===== src/rtl/csrs_defines.svh =====
// Register offsets, field positions, reset values and timing counts of the clock security block
`ifndef CSRS_DEFINES_SVH
`define CSRS_DEFINES_SVH

// ==========================================================
// Register indices and byte addresses
`define CSRS_STATUS_IDX        8'h25
`define CSRS_STATUS_ADDR       8'h94
`define CSRS_MISC1_IDX         8'h20
`define CSRS_MISC1_ADDR        8'h80

// ==========================================================
// Status register fields
`define CSRS_ST_WDG_BIT        0
`define CSRS_ST_BACKUP_BIT     1
`define CSRS_ST_IRQEN_BIT      2
`define CSRS_ST_SUPPLY_BIT     4

// ==========================================================
// First miscellaneous control register fields
`define CSRS_MC_CLKOUT_BIT     0
`define CSRS_MC_SLOW_BIT       1
`define CSRS_MC_DIVLO_BIT      3
`define CSRS_MC_DIVHI_BIT      4
`define CSRS_MISC1_RESET       5'h00

// ==========================================================
// Bus answers
`define CSRS_RESP_OKAY         2'h0
`define CSRS_RESP_SLVERR       2'h2

// ==========================================================
// Timing: one backup oscillator period, and its count at 25 ns per cycle
`define CSRS_CLK_PERIOD_NS     25
`define CSRS_BACKUP_PERIOD_NS  4000
`define CSRS_BACKUP_CYC \
  ((`CSRS_BACKUP_PERIOD_NS + `CSRS_CLK_PERIOD_NS - 1) / `CSRS_CLK_PERIOD_NS)

`endif


===== src/rtl/csrs_pkg.sv =====
// Types shared by the clock security block
package csrs_pkg;

  // ==========================================================
  // Main oscillator choice from the option setting
  typedef enum logic [2:0] {
    CSRS_OSC_RES0    = 3'h0,
    CSRS_OSC_RES1    = 3'h1,
    CSRS_OSC_RES2    = 3'h2,
    CSRS_OSC_RES3    = 3'h3,
    CSRS_OSC_EXT_RC  = 3'h4,
    CSRS_OSC_INT_RC  = 3'h5,
    CSRS_OSC_EXT_CLK = 3'h6
  } csrs_osc_t;

  // ==========================================================
  // Supervision states
  typedef enum logic [2:0] {
    CSRS_SUP_MAIN   = 3'h1,
    CSRS_SUP_LOST   = 3'h2,
    CSRS_SUP_BACKUP = 3'h4
  } csrs_sup_t;

endpackage : csrs_pkg


===== src/rtl/csrs_prescaler.sv =====
// CPU clock prescaler: divide by 2, or by 4/8/16/32 in slow mode
module csrs_prescaler (
  // Clock and reset
  input  wire logic       ref_clk,
  input  wire logic       srst,
  // Control
  input  wire logic       slowMode,
  input  wire logic [1:0] slowDivSel,
  // Divided clock
  output logic            cpuClk,
  output logic            cpuTick
);

  logic [3:0] halfCnt_r;
  logic [3:0] halfLast;
  logic       cpuClk_r;
  logic       cpuTick_r;

  // Half period minus one: normal 0 cycles, slow 1/3/7/15 cycles
  always_comb begin
    halfLast = 4'h0;
    if (slowMode) begin
      unique case (slowDivSel)
        2'h0: halfLast = 4'h1;
        2'h1: halfLast = 4'h3;
        2'h2: halfLast = 4'h7;
        2'h3: halfLast = 4'hF;
      endcase
    end
  end

  // A new selection takes effect in the running half period, which never ends shorter than the new setting, so no runt pulse
  always_ff @(posedge ref_clk) begin
    if (srst) begin
      halfCnt_r <= 4'h0;
      cpuClk_r  <= 1'b0;
      cpuTick_r <= 1'b0;
    end else if (halfCnt_r >= halfLast) begin
      halfCnt_r <= 4'h0;
      cpuClk_r  <= ~cpuClk_r;
      cpuTick_r <= ~cpuClk_r;
    end else begin
      halfCnt_r <= halfCnt_r + 4'h1;
      cpuTick_r <= 1'b0;
    end
  end

  assign cpuClk  = cpuClk_r;
  assign cpuTick = cpuTick_r;

endmodule : csrs_prescaler


===== src/rtl/csrs_clock_security.sv =====
// Clock supervision, reset cause flags, CPU clock prescaling and clock output
//
// Summary of operation
// - Resonator oscillator keeps running through reset
// - Option setting selects the active main oscillator
// - Option setting enables whole clock supervision
// - Filter harmonics; resume once source behaves
// - Clock lost one backup period: use backup
// - Return to main clock once it recovers
// - Backup flag set; read clears after recovery
// - Supervision disabled forces backup flag zero
// - Fail interrupt needs enable and cleared mask
// - Software owns enable; inert without supervision
// - Wait keeps supervision; fail interrupt wakes wait
// - Halt freezes backup flag and enable, stops supervision
// - Supply-drop flag set by hardware, written zero
// - Watchdog flag set; zero write or drop clears
// - Supply-drop flag survives later other resets
// - Prescaler steered by two select, one slow bit
// - Clock output bit drives CPU clock pin
// - Normal divide 2; slow 4/8/16/32
// - Slow bit set enables slow mode
`include "csrs_defines.svh"

module csrs_clock_security (
  // Clock and reset
  input  wire logic        ref_clk,
  input  wire logic        srst,
  // AXI4-Lite register slave
  input  wire logic [7:0]  s_axi_awaddr,
  input  wire logic        s_axi_awvalid,
  output logic             s_axi_awready,
  input  wire logic [31:0] s_axi_wdata,
  input  wire logic [3:0]  s_axi_wstrb,
  input  wire logic        s_axi_wvalid,
  output logic             s_axi_wready,
  output logic [1:0]       s_axi_bresp,
  output logic             s_axi_bvalid,
  input  wire logic        s_axi_bready,
  input  wire logic [7:0]  s_axi_araddr,
  input  wire logic        s_axi_arvalid,
  output logic             s_axi_arready,
  output logic [31:0]      s_axi_rdata,
  output logic [1:0]       s_axi_rresp,
  output logic             s_axi_rvalid,
  input  wire logic        s_axi_rready,
  // Non-volatile option pins
  input  wire logic [2:0]  optOscSel,
  input  wire logic        optSupervisionEn,
  input  wire logic        optSupplyDetEn,
  // Main clock sense pins
  input  wire logic        mainClkPresent,
  input  wire logic        mainClkHarmonic,
  // Reset cause pins
  input  wire logic        supplyDropReset,
  input  wire logic        watchdogReset,
  // CPU state, same clock
  input  wire logic        cpuIntMask,
  input  wire logic        cpuWaitState,
  input  wire logic        cpuHaltState,
  // Clock controls and status
  output logic [2:0]       oscSource_r,
  output logic             resonatorRun_r,
  output logic             clkFilterActive_r,
  output logic             backupClkSelect_r,
  output logic             clkFailIrq_r,
  output logic             clkFailWake_r,
  output logic             cpuClk,
  output logic             cpuClkTick,
  output logic             clkOutPin_r,
  output logic             clkOutPinOe_r
);

  // ==========================================================
  // Pin synchronisers
  localparam int SYNC_W = 9;
  logic [SYNC_W-1:0] pinRaw;
  logic [SYNC_W-1:0] pinMeta_r;
  logic [SYNC_W-1:0] pinSync_r;
  logic              dropDly_r;
  logic              wdgDly_r;

  assign pinRaw = {optOscSel, optSupervisionEn, optSupplyDetEn, mainClkPresent,
                   mainClkHarmonic, supplyDropReset, watchdogReset};

  // No reset: the option must reach its capture during srst, and a pin held
  // high across reset must not look like a fresh event once srst ends
  always_ff @(posedge ref_clk) begin
    pinMeta_r <= pinRaw;
    pinSync_r <= pinMeta_r;
    dropDly_r <= pinSync_r[1];
    wdgDly_r  <= pinSync_r[0];
  end

  wire logic [2:0] oscSelSync      = pinSync_r[8:6];
  wire logic       supEnSync       = pinSync_r[5];
  wire logic       supplyDetEnSync = pinSync_r[4];
  wire logic       clkPresentSync  = pinSync_r[3];
  wire logic       harmonicSync    = pinSync_r[2];
  wire logic       dropEvt         = pinSync_r[1] & ~dropDly_r;
  wire logic       wdgEvt          = pinSync_r[0] & ~wdgDly_r;

  // ==========================================================
  // Oscillator selection
  // The option is re-captured during every reset, so a changed strap takes effect there
  always_ff @(posedge ref_clk) begin
    if (srst) begin
      oscSource_r <= oscSelSync;
    end
  end

  // Resonators stay on through reset: no start-up wait when it ends
  always_ff @(posedge ref_clk) begin
    resonatorRun_r <= (oscSelSync <= csrs_pkg::CSRS_OSC_RES3);
  end

  // ==========================================================
  // Clock supervision
  wire logic supActive = supEnSync & ~cpuHaltState;
  wire logic mainGood  = clkPresentSync & ~(supActive & harmonicSync);

  // Harmonic operation is filtered away entirely until it stops
  always_ff @(posedge ref_clk) begin
    if (srst) begin
      clkFilterActive_r <= 1'b0;
    end else begin
      clkFilterActive_r <= supActive & harmonicSync;
    end
  end

  localparam logic [7:0] BACKUP_LAST = 8'(`CSRS_BACKUP_CYC - 1);
  csrs_pkg::csrs_sup_t supState_r;
  logic [7:0]          lostCnt_r;
  wire logic           enterBackup = supActive & (supState_r == csrs_pkg::CSRS_SUP_LOST)
                                     & ~mainGood & (lostCnt_r == BACKUP_LAST);

  // Halt holds the state so the previous configuration resumes on an interrupt wake
  always_ff @(posedge ref_clk) begin
    if (srst || !supEnSync) begin
      supState_r <= csrs_pkg::CSRS_SUP_MAIN;
      lostCnt_r  <= 8'h00;
    end else if (!cpuHaltState) begin
      unique case (supState_r)
        csrs_pkg::CSRS_SUP_MAIN: begin
          lostCnt_r <= 8'h00;
          if (!mainGood) begin
            supState_r <= csrs_pkg::CSRS_SUP_LOST;
          end
        end
        csrs_pkg::CSRS_SUP_LOST: begin
          if (mainGood) begin
            supState_r <= csrs_pkg::CSRS_SUP_MAIN;
          end else if (enterBackup) begin
            supState_r <= csrs_pkg::CSRS_SUP_BACKUP;
          end else begin
            lostCnt_r <= lostCnt_r + 8'h01;
          end
        end
        csrs_pkg::CSRS_SUP_BACKUP: begin
          lostCnt_r <= 8'h00;
          if (mainGood) begin
            supState_r <= csrs_pkg::CSRS_SUP_MAIN;
          end
        end
        default: begin
          supState_r <= csrs_pkg::CSRS_SUP_MAIN;
        end
      endcase
    end
  end

  always_ff @(posedge ref_clk) begin
    if (srst) begin
      backupClkSelect_r <= 1'b0;
    end else begin
      backupClkSelect_r <= supActive & (enterBackup |
        ((supState_r == csrs_pkg::CSRS_SUP_BACKUP) & ~mainGood));
    end
  end

  // ==========================================================
  // AXI4-Lite write path: address and data taken in either order
  logic [7:0]  wrAddr_r;
  logic [31:0] wrData_r;
  logic [3:0]  wrStrb_r;
  logic        wrAddrHeld_r;
  logic        wrDataHeld_r;
  logic        rdFire;
  logic        rdStatus;

  wire logic   wrFire   = wrAddrHeld_r & wrDataHeld_r & ~s_axi_bvalid;
  wire logic   wrStatus = wrFire & (wrAddr_r == `CSRS_STATUS_ADDR) & wrStrb_r[0];
  wire logic   wrMisc   = wrFire & (wrAddr_r == `CSRS_MISC1_ADDR) & wrStrb_r[0];

  always_ff @(posedge ref_clk) begin
    if (srst) begin
      wrAddrHeld_r  <= 1'b0;
      wrDataHeld_r  <= 1'b0;
      wrAddr_r      <= 8'h00;
      wrData_r      <= 32'h0000_0000;
      wrStrb_r      <= 4'h0;
      s_axi_awready <= 1'b0;
      s_axi_wready  <= 1'b0;
      s_axi_bvalid  <= 1'b0;
      s_axi_bresp   <= `CSRS_RESP_OKAY;
    end else begin
      s_axi_awready <= ~wrAddrHeld_r & ~s_axi_awready & s_axi_awvalid;
      s_axi_wready  <= ~wrDataHeld_r & ~s_axi_wready & s_axi_wvalid;
      if (s_axi_awvalid && s_axi_awready) begin
        wrAddrHeld_r <= 1'b1;
        wrAddr_r     <= s_axi_awaddr;
      end
      if (s_axi_wvalid && s_axi_wready) begin
        wrDataHeld_r <= 1'b1;
        wrData_r     <= s_axi_wdata;
        wrStrb_r     <= s_axi_wstrb;
      end
      if (wrFire) begin
        wrAddrHeld_r <= 1'b0;
        wrDataHeld_r <= 1'b0;
        s_axi_bvalid <= 1'b1;
        s_axi_bresp  <= ((wrAddr_r == `CSRS_STATUS_ADDR) || (wrAddr_r == `CSRS_MISC1_ADDR))
                        ? `CSRS_RESP_OKAY : `CSRS_RESP_SLVERR;
      end else if (s_axi_bready) begin
        s_axi_bvalid <= 1'b0;
      end
    end
  end

  // ==========================================================
  // Status register bits
  logic supplyFlag_r;
  logic wdgFlag_r;
  logic backupFlag_r;
  logic irqEnable_r;

  // A zero write or supply detection off clears: other resets leave the cause visible
  always_ff @(posedge ref_clk) begin
    if (srst || !supplyDetEnSync) begin
      supplyFlag_r <= 1'b0;
    end else if (dropEvt) begin
      supplyFlag_r <= 1'b1;
    end else if (wrStatus && !wrData_r[`CSRS_ST_SUPPLY_BIT]) begin
      supplyFlag_r <= 1'b0;
    end
  end

  always_ff @(posedge ref_clk) begin
    if (srst) begin
      wdgFlag_r <= 1'b0;
    end else if (wdgEvt) begin
      wdgFlag_r <= 1'b1;
    end else if (dropEvt || (wrStatus && !wrData_r[`CSRS_ST_WDG_BIT])) begin
      wdgFlag_r <= 1'b0;
    end
  end

  always_ff @(posedge ref_clk) begin
    if (srst) begin
      irqEnable_r <= 1'b0;
    end else if (wrStatus && !cpuHaltState) begin
      irqEnable_r <= wrData_r[`CSRS_ST_IRQEN_BIT];
    end
  end

  // Switch-over beats a clearing read in the same cycle
  always_ff @(posedge ref_clk) begin
    if (srst || !supEnSync) begin
      backupFlag_r <= 1'b0;
    end else if (!cpuHaltState) begin
      if (enterBackup) begin
        backupFlag_r <= 1'b1;
      end else if (rdStatus && supState_r == csrs_pkg::CSRS_SUP_MAIN) begin
        backupFlag_r <= 1'b0;
      end
    end
  end

  logic [7:0] statusView;
  always_comb begin
    statusView                      = 8'h00;
    statusView[`CSRS_ST_SUPPLY_BIT] = supplyFlag_r;
    statusView[`CSRS_ST_IRQEN_BIT]  = irqEnable_r;
    statusView[`CSRS_ST_BACKUP_BIT] = backupFlag_r;
    statusView[`CSRS_ST_WDG_BIT]    = wdgFlag_r;
  end

  // ==========================================================
  // First miscellaneous control register
  logic [4:0] misc1_r;
  always_ff @(posedge ref_clk) begin
    if (srst) begin
      misc1_r <= `CSRS_MISC1_RESET;
    end else if (wrMisc) begin
      misc1_r <= wrData_r[4:0];
    end
  end

  // ==========================================================
  // AXI4-Lite read path
  assign rdFire   = s_axi_arvalid & s_axi_arready;
  assign rdStatus = rdFire & (s_axi_araddr == `CSRS_STATUS_ADDR);

  always_ff @(posedge ref_clk) begin
    if (srst) begin
      s_axi_arready <= 1'b0;
      s_axi_rvalid  <= 1'b0;
      s_axi_rdata   <= 32'h0000_0000;
      s_axi_rresp   <= `CSRS_RESP_OKAY;
    end else begin
      s_axi_arready <= ~s_axi_rvalid & ~s_axi_arready & s_axi_arvalid;
      if (rdFire) begin
        s_axi_rvalid <= 1'b1;
        s_axi_rresp  <= `CSRS_RESP_OKAY;
        if (s_axi_araddr == `CSRS_STATUS_ADDR) begin
          s_axi_rdata <= {24'h000000, statusView};
        end else if (s_axi_araddr == `CSRS_MISC1_ADDR) begin
          s_axi_rdata <= {27'h0000000, misc1_r};
        end else begin
          s_axi_rdata <= 32'h0000_0000;
          s_axi_rresp <= `CSRS_RESP_SLVERR;
        end
      end else if (s_axi_rready) begin
        s_axi_rvalid <= 1'b0;
      end
    end
  end

  // ==========================================================
  // Clock-fail interrupt and wake
  wire logic irqCause = backupFlag_r & irqEnable_r & supActive;

  always_ff @(posedge ref_clk) begin
    if (srst) begin
      clkFailIrq_r  <= 1'b0;
      clkFailWake_r <= 1'b0;
    end else begin
      clkFailIrq_r  <= irqCause & ~cpuIntMask;
      // Halt stops supervision, so this source can never end a halt
      clkFailWake_r <= irqCause & cpuWaitState & ~cpuHaltState;
    end
  end

  // ==========================================================
  // Prescaler and clock output
  csrs_prescaler u_prescaler (
    .ref_clk    (ref_clk),
    .srst       (srst),
    .slowMode   (misc1_r[`CSRS_MC_SLOW_BIT]),
    .slowDivSel ({misc1_r[`CSRS_MC_DIVHI_BIT], misc1_r[`CSRS_MC_DIVLO_BIT]}),
    .cpuClk     (cpuClk),
    .cpuTick    (cpuClkTick)
  );

  always_ff @(posedge ref_clk) begin
    if (srst) begin
      clkOutPin_r   <= 1'b0;
      clkOutPinOe_r <= 1'b0;
    end else begin
      clkOutPin_r   <= misc1_r[`CSRS_MC_CLKOUT_BIT] & cpuClk;
      clkOutPinOe_r <= misc1_r[`CSRS_MC_CLKOUT_BIT];
    end
  end

endmodule : csrs_clock_security


===== config.mk =====
export PLATFORM = sky130hd
export DESIGN_NAME = csrs_clock_security
export DESIGN_NICKNAME = d
export VERILOG_FILES = /design/src/rtl/csrs_pkg.sv /design/src/rtl/csrs_prescaler.sv /design/src/rtl/csrs_clock_security.sv
export VERILOG_INCLUDE_DIRS = /design/src /design/src/rtl
export SDC_FILE = /design/constraint.sdc
export NUM_CORES = 1
export LEC_CHECK = 0
export BUFFER_PORTS_ARGS = -buffer_cell sky130_fd_sc_hd__buf_4
export CORE_AREA = 4 4 92 94
export CTS_BUF_LIST = sky130_fd_sc_hd__clkbuf_4 sky130_fd_sc_hd__clkbuf_8 sky130_fd_sc_hd__clkbuf_16
export DETAILED_ROUTE_END_ITERATION = 10
export DIE_AREA = 0 0 96 98
export PLACE_DENSITY_LB_ADDON = 0.15
export REMOVE_ABC_BUFFERS = 1
export SYNTH_ARGS = -nofsm -noshare
export SYNTH_HDL_FRONTEND = slang
export SYNTH_SLANG_ARGS = --single-unit

===== constraint.sdc =====
create_clock -name ref_clk -period 3.1 [get_ports ref_clk]
set_input_delay 0.155 -clock ref_clk [delete_from_list [all_inputs] [get_ports ref_clk]]
set_output_delay 0.155 -clock ref_clk [all_outputs]
set_load 0.02 [all_outputs]

Yosys cells after proc, flatten, opt, wreduce, memory -nomap -nowiden

Cells that the tools add are included.

Shifts and indexed selects: 0
Add/subtract/negate cells: 2
Magnitude comparators: 2
Bitwise gates (word level): 46
$mul: 0
Div/mod/pow operators: 0
Multiplexer cells: 25
Equal/unequal tests: 16
Reductions and logical operators: 29

Operators with widths:

| kind                                                                   | count |
|---|---|
| 8-bit equality test (second input constant)                            | 5 |
| 1-bit AND                                                              | 30 |
| 8-bit two-way mux                                                      | 2 |
| 4-bit case mux with 4 select lines                                     | 1 |
| 8-bit case mux with 2 select lines                                     | 1 |
| 1-bit NOT                                                              | 15 |
| 3-bit two-way mux                                                      | 4 |
| 2-bit nonzero test                                                     | 6 |
| 1-bit two-way mux                                                      | 10 |
| 5-bit two-way mux                                                      | 2 |
| 3-bit case mux with 3 select lines                                     | 1 |
| 8-bit by 1-bit adder with 8-bit output (second input constant)         | 1 |
| 2-bit != test (second input constant)                                  | 4 |
| 4-bit AND reduction                                                    | 2 |
| 2-bit OR reduction                                                     | 4 |
| 1-bit logical AND                                                      | 6 |
| 2-bit two-way mux                                                      | 3 |
| 1-bit logical NOT                                                      | 5 |
| 4-bit by 1-bit adder with 4-bit output (second input constant)         | 1 |
| 2-bit equality test (second input constant)                            | 2 |
| 4-bit greater-or-equal comparator                                      | 1 |
| 1-bit logical OR                                                       | 4 |
| 4-bit two-way mux                                                      | 1 |
| 3-bit by 1-bit equality test with 1-bit output (second input constant) | 1 |
| other kinds (8)                                                        | 8 |

Bits of input ports: 71
Register bits after elaboration: 113
Memories: 0
RAM bits: 0
ROM bits: 0
Output and inout port bits: 53
Latch bits: 0
Word-level logic and storage cells: 155

Depth between registers and ports, before layout

Depth in word-level cells: 11
Gate-level depth with buffers: 7
Gate-level depth less buffers: 7

Modules after synthesis

Synthesis repeated with hierarchy kept, for this count alone.

Cells, all modules: 350
Area, all modules: 3293.2 µm²

By module, submodules not included:

| module              | instances | seq. area each (µm²) | area each (µm²) | cells each |
|---|---|---|---|---|
| csrs_clock_security | 1         | 1591.5               | 2954.1          | 317 |
| csrs_prescaler      | 1         | 120.1                | 339.1           | 33 |

Least setup slack after synthesis

OpenSTA, ideal clock, no wires.

Path type: register to register
From: register supState_r[2]
To: register lostCnt_r[5]
Cell stages (with the launch flop): 7
Required time: 3.030 ns
Path slack: 1.383 ns
Clock period less this slack: 1.717 ns
Arrival time: 1.647 ns
Setup time: 0.070 ns
Path buffers: 1
Path through: dfxtp_1 -> buf_6 -> nor3b_4 -> a21boi_4 -> o221ai_4 -> or4_1 -> a21oi_1

Longest elaborated chain between the ends: 6
Elaborated cells between the ends (all ways): 12
Classes of those cells: eq/ne: 5; mux: 1; bitwise: 3; reduce/logical: 3

Ends and longest elaborated chain:

| what                                           | RTL line                                               | source |
|---|---|---|
| start: declaration                             | csrs_clock_security.sv:132                             | `csrs_pkg::csrs_sup_t supState_r;` |
| start signal: assignment                       | csrs_clock_security.sv:140                             | `supState_r <= csrs_pkg::CSRS_SUP_MAIN;` |
| start signal: assignment                       | csrs_clock_security.sv:147                             | `supState_r <= csrs_pkg::CSRS_SUP_LOST;` |
| start signal: assignment                       | csrs_clock_security.sv:152                             | `supState_r <= csrs_pkg::CSRS_SUP_MAIN;` |
| 3-bit by 2-bit equality test with 1-bit output | csrs_clock_security.sv:134, csrs_clock_security.sv:143 |  |
| 1-bit AND                                      | csrs_clock_security.sv:134                             | `wire logic enterBackup = supActive & (supState_r == csrs_pkg::CSRS_SUP_LOST)` |
| 1-bit AND (2 in series)                        | csrs_clock_security.sv:135                             | `& ~mainGood & (lostCnt_r == BACKUP_LAST);` |
| 2-bit != test (no line)                        | n/a                                                    |  |
| 4-bit AND reduction (no line)                  | n/a                                                    |  |
| end signal: assignment                         | csrs_clock_security.sv:156                             | `lostCnt_r <= lostCnt_r + 8'h01;` |
| end: declaration                               | csrs_clock_security.sv:133                             | `logic [7:0] lostCnt_r;` |

Parallel ways exist; a longest one is shown, timed or not.
A chain may end at the register's enable or synchronous reset.

Worst setup path after layout

From: register supState_r[1]
To: register lostCnt_r[5]

The elaborated chain is that of the path after synthesis.

==> impl_results.html <==
<table>
<tr><th>Metric</th><th>Value</th></tr>
<tr><th colspan="2">Run status</th></tr>
<tr><td>Run status</td><td>complete, no violations</td></tr>
<tr><th colspan="2">Placement</th></tr>
<tr><td>Detailed placer's ending HPWL</td><td>4700 µm</td></tr>
<tr><td>Routability congestion estimate from global placement</td><td>0.744</td></tr>
<tr><td>Worst slack after detailed placement</td><td>1.06 ns</td></tr>
<tr><td>Number of input and output port buffers inserted</td><td>64</td></tr>
<tr><th colspan="2">Synth</th></tr>
<tr><td>Sequential-to-total area share from yosys stat</td><td>51.3%</td></tr>
<tr><td>Dominant register cell in the synthesized netlist</td><td>sky130_fd_sc_hd__dfxtp_1</td></tr>
<tr><td>Share of synthesized flip-flops with an asynchronous set or reset</td><td>0%</td></tr>
<tr><td>Number of synthesized flops with an enable pin</td><td>3</td></tr>
<tr><td>Distinct cell type count of the synthesized netlist</td><td>47</td></tr>
<tr><td>Mean post-synth cell area</td><td>9.30 µm²</td></tr>
<tr><td>Post-synthesis sequential element count</td><td>84</td></tr>
<tr><td>Post-synthesis instance area</td><td>3340 µm²</td></tr>
<tr><td>Number of warnings reported in the yosys synthesis log</td><td>0</td></tr>
<tr><td>Post-synthesis instance total</td><td>359</td></tr>
<tr><th colspan="2">Timing</th></tr>
<tr><td>Hold_ws</td><td>0.0193 ns</td></tr>
<tr><td>Shortest clock period the worst path allows after layout</td><td>2.05 ns</td></tr>
<tr><td>Clock skew</td><td>0.00626 ns</td></tr>
<tr><td>Final setup violation count</td><td>0</td></tr>
<tr><td>Final count of pins violating max slew</td><td>0</td></tr>
<tr><td>Timing-limited maximum frequency</td><td>488 MHz</td></tr>
<tr><td>Transition time of the tightest slew-check pin</td><td>0.630 ns</td></tr>
<tr><td>Number of hold violations in the final report</td><td>0</td></tr>
<tr><td>Sum of negative setup slack</td><td>0 ns</td></tr>
<tr><td>Unrepaired setup endpoints after global routing</td><td>false</td></tr>
<tr><td>Setup ws final</td><td>1.05 ns</td></tr>
<tr><td>Crit share post-route</td><td>66.2%</td></tr>
<tr><td>Slew HR</td><td>57.6%</td></tr>
<tr><th colspan="2">Clock network</th></tr>
<tr><td>TritonCTS clock tree</td><td>built</td></tr>
<tr><td>PostCTS Resize Cnt</td><td>0</td></tr>
<tr><td>Buffers from clock root to sink, at most</td><td>2</td></tr>
<tr><td>Setup Buffers After CTS</td><td>0</td></tr>
<tr><td># hold bufs at CTS</td><td>10</td></tr>
<tr><td>Number of clock buffers inserted by TritonCTS</td><td>9</td></tr>
<tr><td>H-tree depth</td><td>3</td></tr>
<tr><td>Worst-path clk slew</td><td>0.08 ns</td></tr>
<tr><td>Cell at the root of the clock tree</td><td>sky130_fd_sc_hd__clkbuf_8</td></tr>
<tr><td>Clock net sink count</td><td>84</td></tr>
<tr><td>Source-to-sink clock delay at the later pin of the worst-skew pair</td><td>0.35 ns</td></tr>
<tr><th colspan="2">Finish</th></tr>
<tr><td>Proportion of layout cells with a drive suffix above 1</td><td>19.6%</td></tr>
<tr><td>Storage cell area</td><td>1710 µm²</td></tr>
<tr><td>Syn-to-layout area delta</td><td>21.9%</td></tr>
<tr><td>Commonest cells after routing, fill and taps aside</td><td>81 x sky130_fd_sc_hd__dfxtp_1, 64 x sky130_fd_sc_hd__buf_4, 36 x sky130_fd_sc_hd__a21oi_1</td></tr>
<tr><td>Leading cell type in the layout, fill and taps excluded</td><td>sky130_fd_sc_hd__dfxtp_1</td></tr>
<tr><td>Area taken by multi-input logic gates</td><td>1420 µm²</td></tr>
<tr><td>Number of antenna repair diodes</td><td>0</td></tr>
<tr><td>Number of filler instances in the final layout</td><td>740</td></tr>
<tr><td>Total number of nets in the final design</td><td>505</td></tr>
<tr><th colspan="2">Global route</th></tr>
<tr><td>Number of antenna violations at the first check in global routing</td><td>0</td></tr>
<tr><td>Largest net degree at the start of global routing</td><td>49</td></tr>
<tr><td>Total congestion overflow</td><td>0</td></tr>
<tr><td>Via count of the first global-routing pass</td><td>2374</td></tr>
<tr><td>Global-route wire length before repair</td><td>10700 µm</td></tr>
<tr><td>Total global routing track utilization</td><td>14.3%</td></tr>
<tr><th colspan="2">Worst setup path</th></tr>
<tr><td>CP max-delay cell</td><td>sky130_fd_sc_hd__dfxtp_1</td></tr>
<tr><td>Longest individual stage delay on the worst path</td><td>0.56 ns</td></tr>
<tr><td>CP Capture Type</td><td>register</td></tr>
<tr><td>Largest fanout on the critical path</td><td>11</td></tr>
<tr><td>Cell breakdown of the critical path</td><td>nor3b_4 &gt; a21boi_4 &gt; o221ai_4 &gt; or4_1 &gt; a21oi_1</td></tr>
<tr><td>Data required time of the critical path</td><td>3.38 ns</td></tr>
<tr><td>Startpoint kind of the worst setup timing path</td><td>register</td></tr>
<tr><td>Crit Path Category</td><td>reg2reg</td></tr>
<tr><td>Critical path arrival</td><td>2.33 ns</td></tr>
<tr><th colspan="2">Job</th></tr>
<tr><td>Number of violations of the max-capacitance limit</td><td>0</td></tr>
<tr><th colspan="2">Die</th></tr>
<tr><td>Die Height</td><td>98 µm</td></tr>
<tr><td># rows</td><td>32</td></tr>
<tr><td>Area of the core region</td><td>7650 µm²</td></tr>
<tr><td>Number of top-level design ports</td><td>124</td></tr>
<tr><td>Die ar.</td><td>9410 µm²</td></tr>
<tr><td>Starting Density</td><td>43.7%</td></tr>
<tr><td>Die X-Extent</td><td>96 µm</td></tr>
<tr><th colspan="2">Drt</th></tr>
<tr><td>Residual DRC count</td><td>0</td></tr>
<tr><td>Average detailed-routed wire length per instance</td><td>12.2 µm</td></tr>
<tr><td>Via/cell ratio</td><td>4.82</td></tr>
<tr><td>Number of routed nets with antenna violations</td><td>0</td></tr>
<tr><td>1st-iter DRT viols</td><td>131</td></tr>
<tr><td>First-pass DRT Iterations</td><td>4</td></tr>
<tr><td>Overall via count from detail_route</td><td>2581</td></tr>
<tr><td>Routed Wire Length</td><td>6530 µm</td></tr>
<tr><th colspan="2">Power and ir drop</th></tr>
<tr><td>Power density cells</td><td>517 nW/µm²</td></tr>
<tr><td>Net Sw Power</td><td>0.000524 W</td></tr>
<tr><td>Internal power</td><td>0.00158 W</td></tr>
<tr><td>Peak supply drop</td><td>271 µV</td></tr>
<tr><td>Clock network fraction of design power</td><td>37.6%</td></tr>
<tr><td>Overall power of the completed layout</td><td>0.00210 W</td></tr>
<tr><td>P_leak</td><td>1.64 nW</td></tr>
<tr><td>Logic gate share of total power</td><td>8.3%</td></tr>
<tr><td>Proportion of power drawn by flip-flops and latches</td><td>54.1%</td></tr>
<tr><td>Switching part of the total</td><td>24.9%</td></tr>
<tr><th colspan="2">Hold path</th></tr>
<tr><td>Class of the tightest hold or removal check</td><td>in2reg</td></tr>
</table>
-- power groups by stage --
stage | sequential [W] | clock, W | combinational (W)
final | 0.00114 | 0.000790 | 0.000175
after global routing | 0.00114 | 0.000863 | 0.000192
after CTS | 0.00114 | 0.000811 | 0.000175
after detailed placement | 0.00116 | 0 | 0.000165
after global placement | 0.00116 | 0 | 0.000163
after floorplan | 0.00117 | 0 | 0.0000762
-- metal layers --
| layer | routed length, µm | up-vias | GRT usage (%) |
|---|---|---|---|
| li1 | - | 1322 | - |
| met1 | 3070 | 1169 | 18.7 |
| met2 | 2940 | 80 | 21.9 |
| met3 | 407 | 10 | 3.54 |
| met4 | 118 | 0 | 6.89 |
| met5 | 0 | - | 0 |
-- kinds of logic (layout without fill, tap and decap cells) --
kind of cell             count (synthesis)  in the layout  synth area share (%)
AND/OR/NAND/NOR                        141            141                  21.7
flip-flops                              84             84                  51.3
AO/OA/AOI/OAI                           64             64                  11.8
buffers and inverters                   50             96                  9.22
XOR/XNOR                                 7              7                  1.84
adder cells (fa/ha/maj)                  6              6                  2.25
multiplexers                             6              6                  1.84
other                                    1             29                 0.112
-- Yosys cell counts, types with 2 or more instances --
cell type	number	area, µm²
sky130_fd_sc_hd__or4_1	2	15.0
sky130_fd_sc_hd__dfxtp_1	81	1620
sky130_fd_sc_hd__nor4_1	3	18.8
sky130_fd_sc_hd__nand4_1	3	18.8
sky130_fd_sc_hd__o31ai_1	2	15.0
sky130_fd_sc_hd__xnor2_1	3	26.3
sky130_fd_sc_hd__xor2_1	4	35.0
sky130_fd_sc_hd__o21ai_0	11	55.1
sky130_fd_sc_hd__nor4b_1	5	43.8
sky130_fd_sc_hd__nor2_1	30	113
sky130_fd_sc_hd__and2_1	4	25.0
sky130_fd_sc_hd__nand2_1	32	120
sky130_fd_sc_hd__nor3_1	15	75.1
sky130_fd_sc_hd__a21oi_1	36	180
sky130_fd_sc_hd__or3_1	2	12.5
sky130_fd_sc_hd__mux2i_1	5	50.1
sky130_fd_sc_hd__buf_4	30	225
sky130_fd_sc_hd__edfxtp_1	3	90.1
sky130_fd_sc_hd__nand3b_1	2	15.0
sky130_fd_sc_hd__nor3b_1	2	15.0
sky130_fd_sc_hd__nor2b_1	2	12.5
sky130_fd_sc_hd__ha_1	6	75.1
sky130_fd_sc_hd__o211ai_1	2	15.0
sky130_fd_sc_hd__nand3_1	24	120
sky130_fd_sc_hd__a22oi_1	4	30.0
sky130_fd_sc_hd__inv_1	6	22.5
sky130_fd_sc_hd__nand2b_1	9	56.3
sky130_fd_sc_hd__clkbuf_1	12	45.0
-- flip-flops by register name, indices dropped and copies added, names as in the netlist, 3 cells and up --
signal and cells:
pinMeta_r 9, s_axi_rdata 5, u_prescaler.halfCnt_r 4, supState_r 3
wrAddr_r 8, misc1_r 5, lostCnt_r 8, wrData_r 5
pinSync_r 9, oscSource_r 3
-- final timing paths --
kind | start | depth (start not counted) | slack, ns | to
hold reg to reg | pinMeta_r[0] | 0 | 0.33 | pinSync_r[0]
setup / recovery | supState_r[1] | 5 | 1.05 | lostCnt_r[5]
setup reg to reg | supState_r[1] | 5 | 1.05 | lostCnt_r[5]
hold / removal | cpuWaitState | 3 | 0.02 | clkFailWake_r
-- stage by stage --
stage	area, µm²	instances	utilization, %
floorplan	3160	343	-
global route	4070	535	53.2
global placement	3770	509	49.2
CTS	4070	535	53.2
finish	4070	535	53.2
detailed placement	3770	509	49.2
-- critical path: cells and delay by family (launching register included) --
family | cells | cell delay [ns]
AND/OR/NAND/NOR | 2 | 0.78
AO/OA/AOI/OAI | 3 | 0.65
flip-flops | 1 | 0.56
-- cell type report --
cell class                 instances  share of cell area [%]
tap                              102                    3.14
timing repair buffer              74                    14.3
clock buffer                      10                    3.23
sequential                        84                    42.1
clock inverter                     6                    1.75
inverter                           6                   0.554
multi-input combinational        253                    35.0
(Power assumes the default switching activity.)
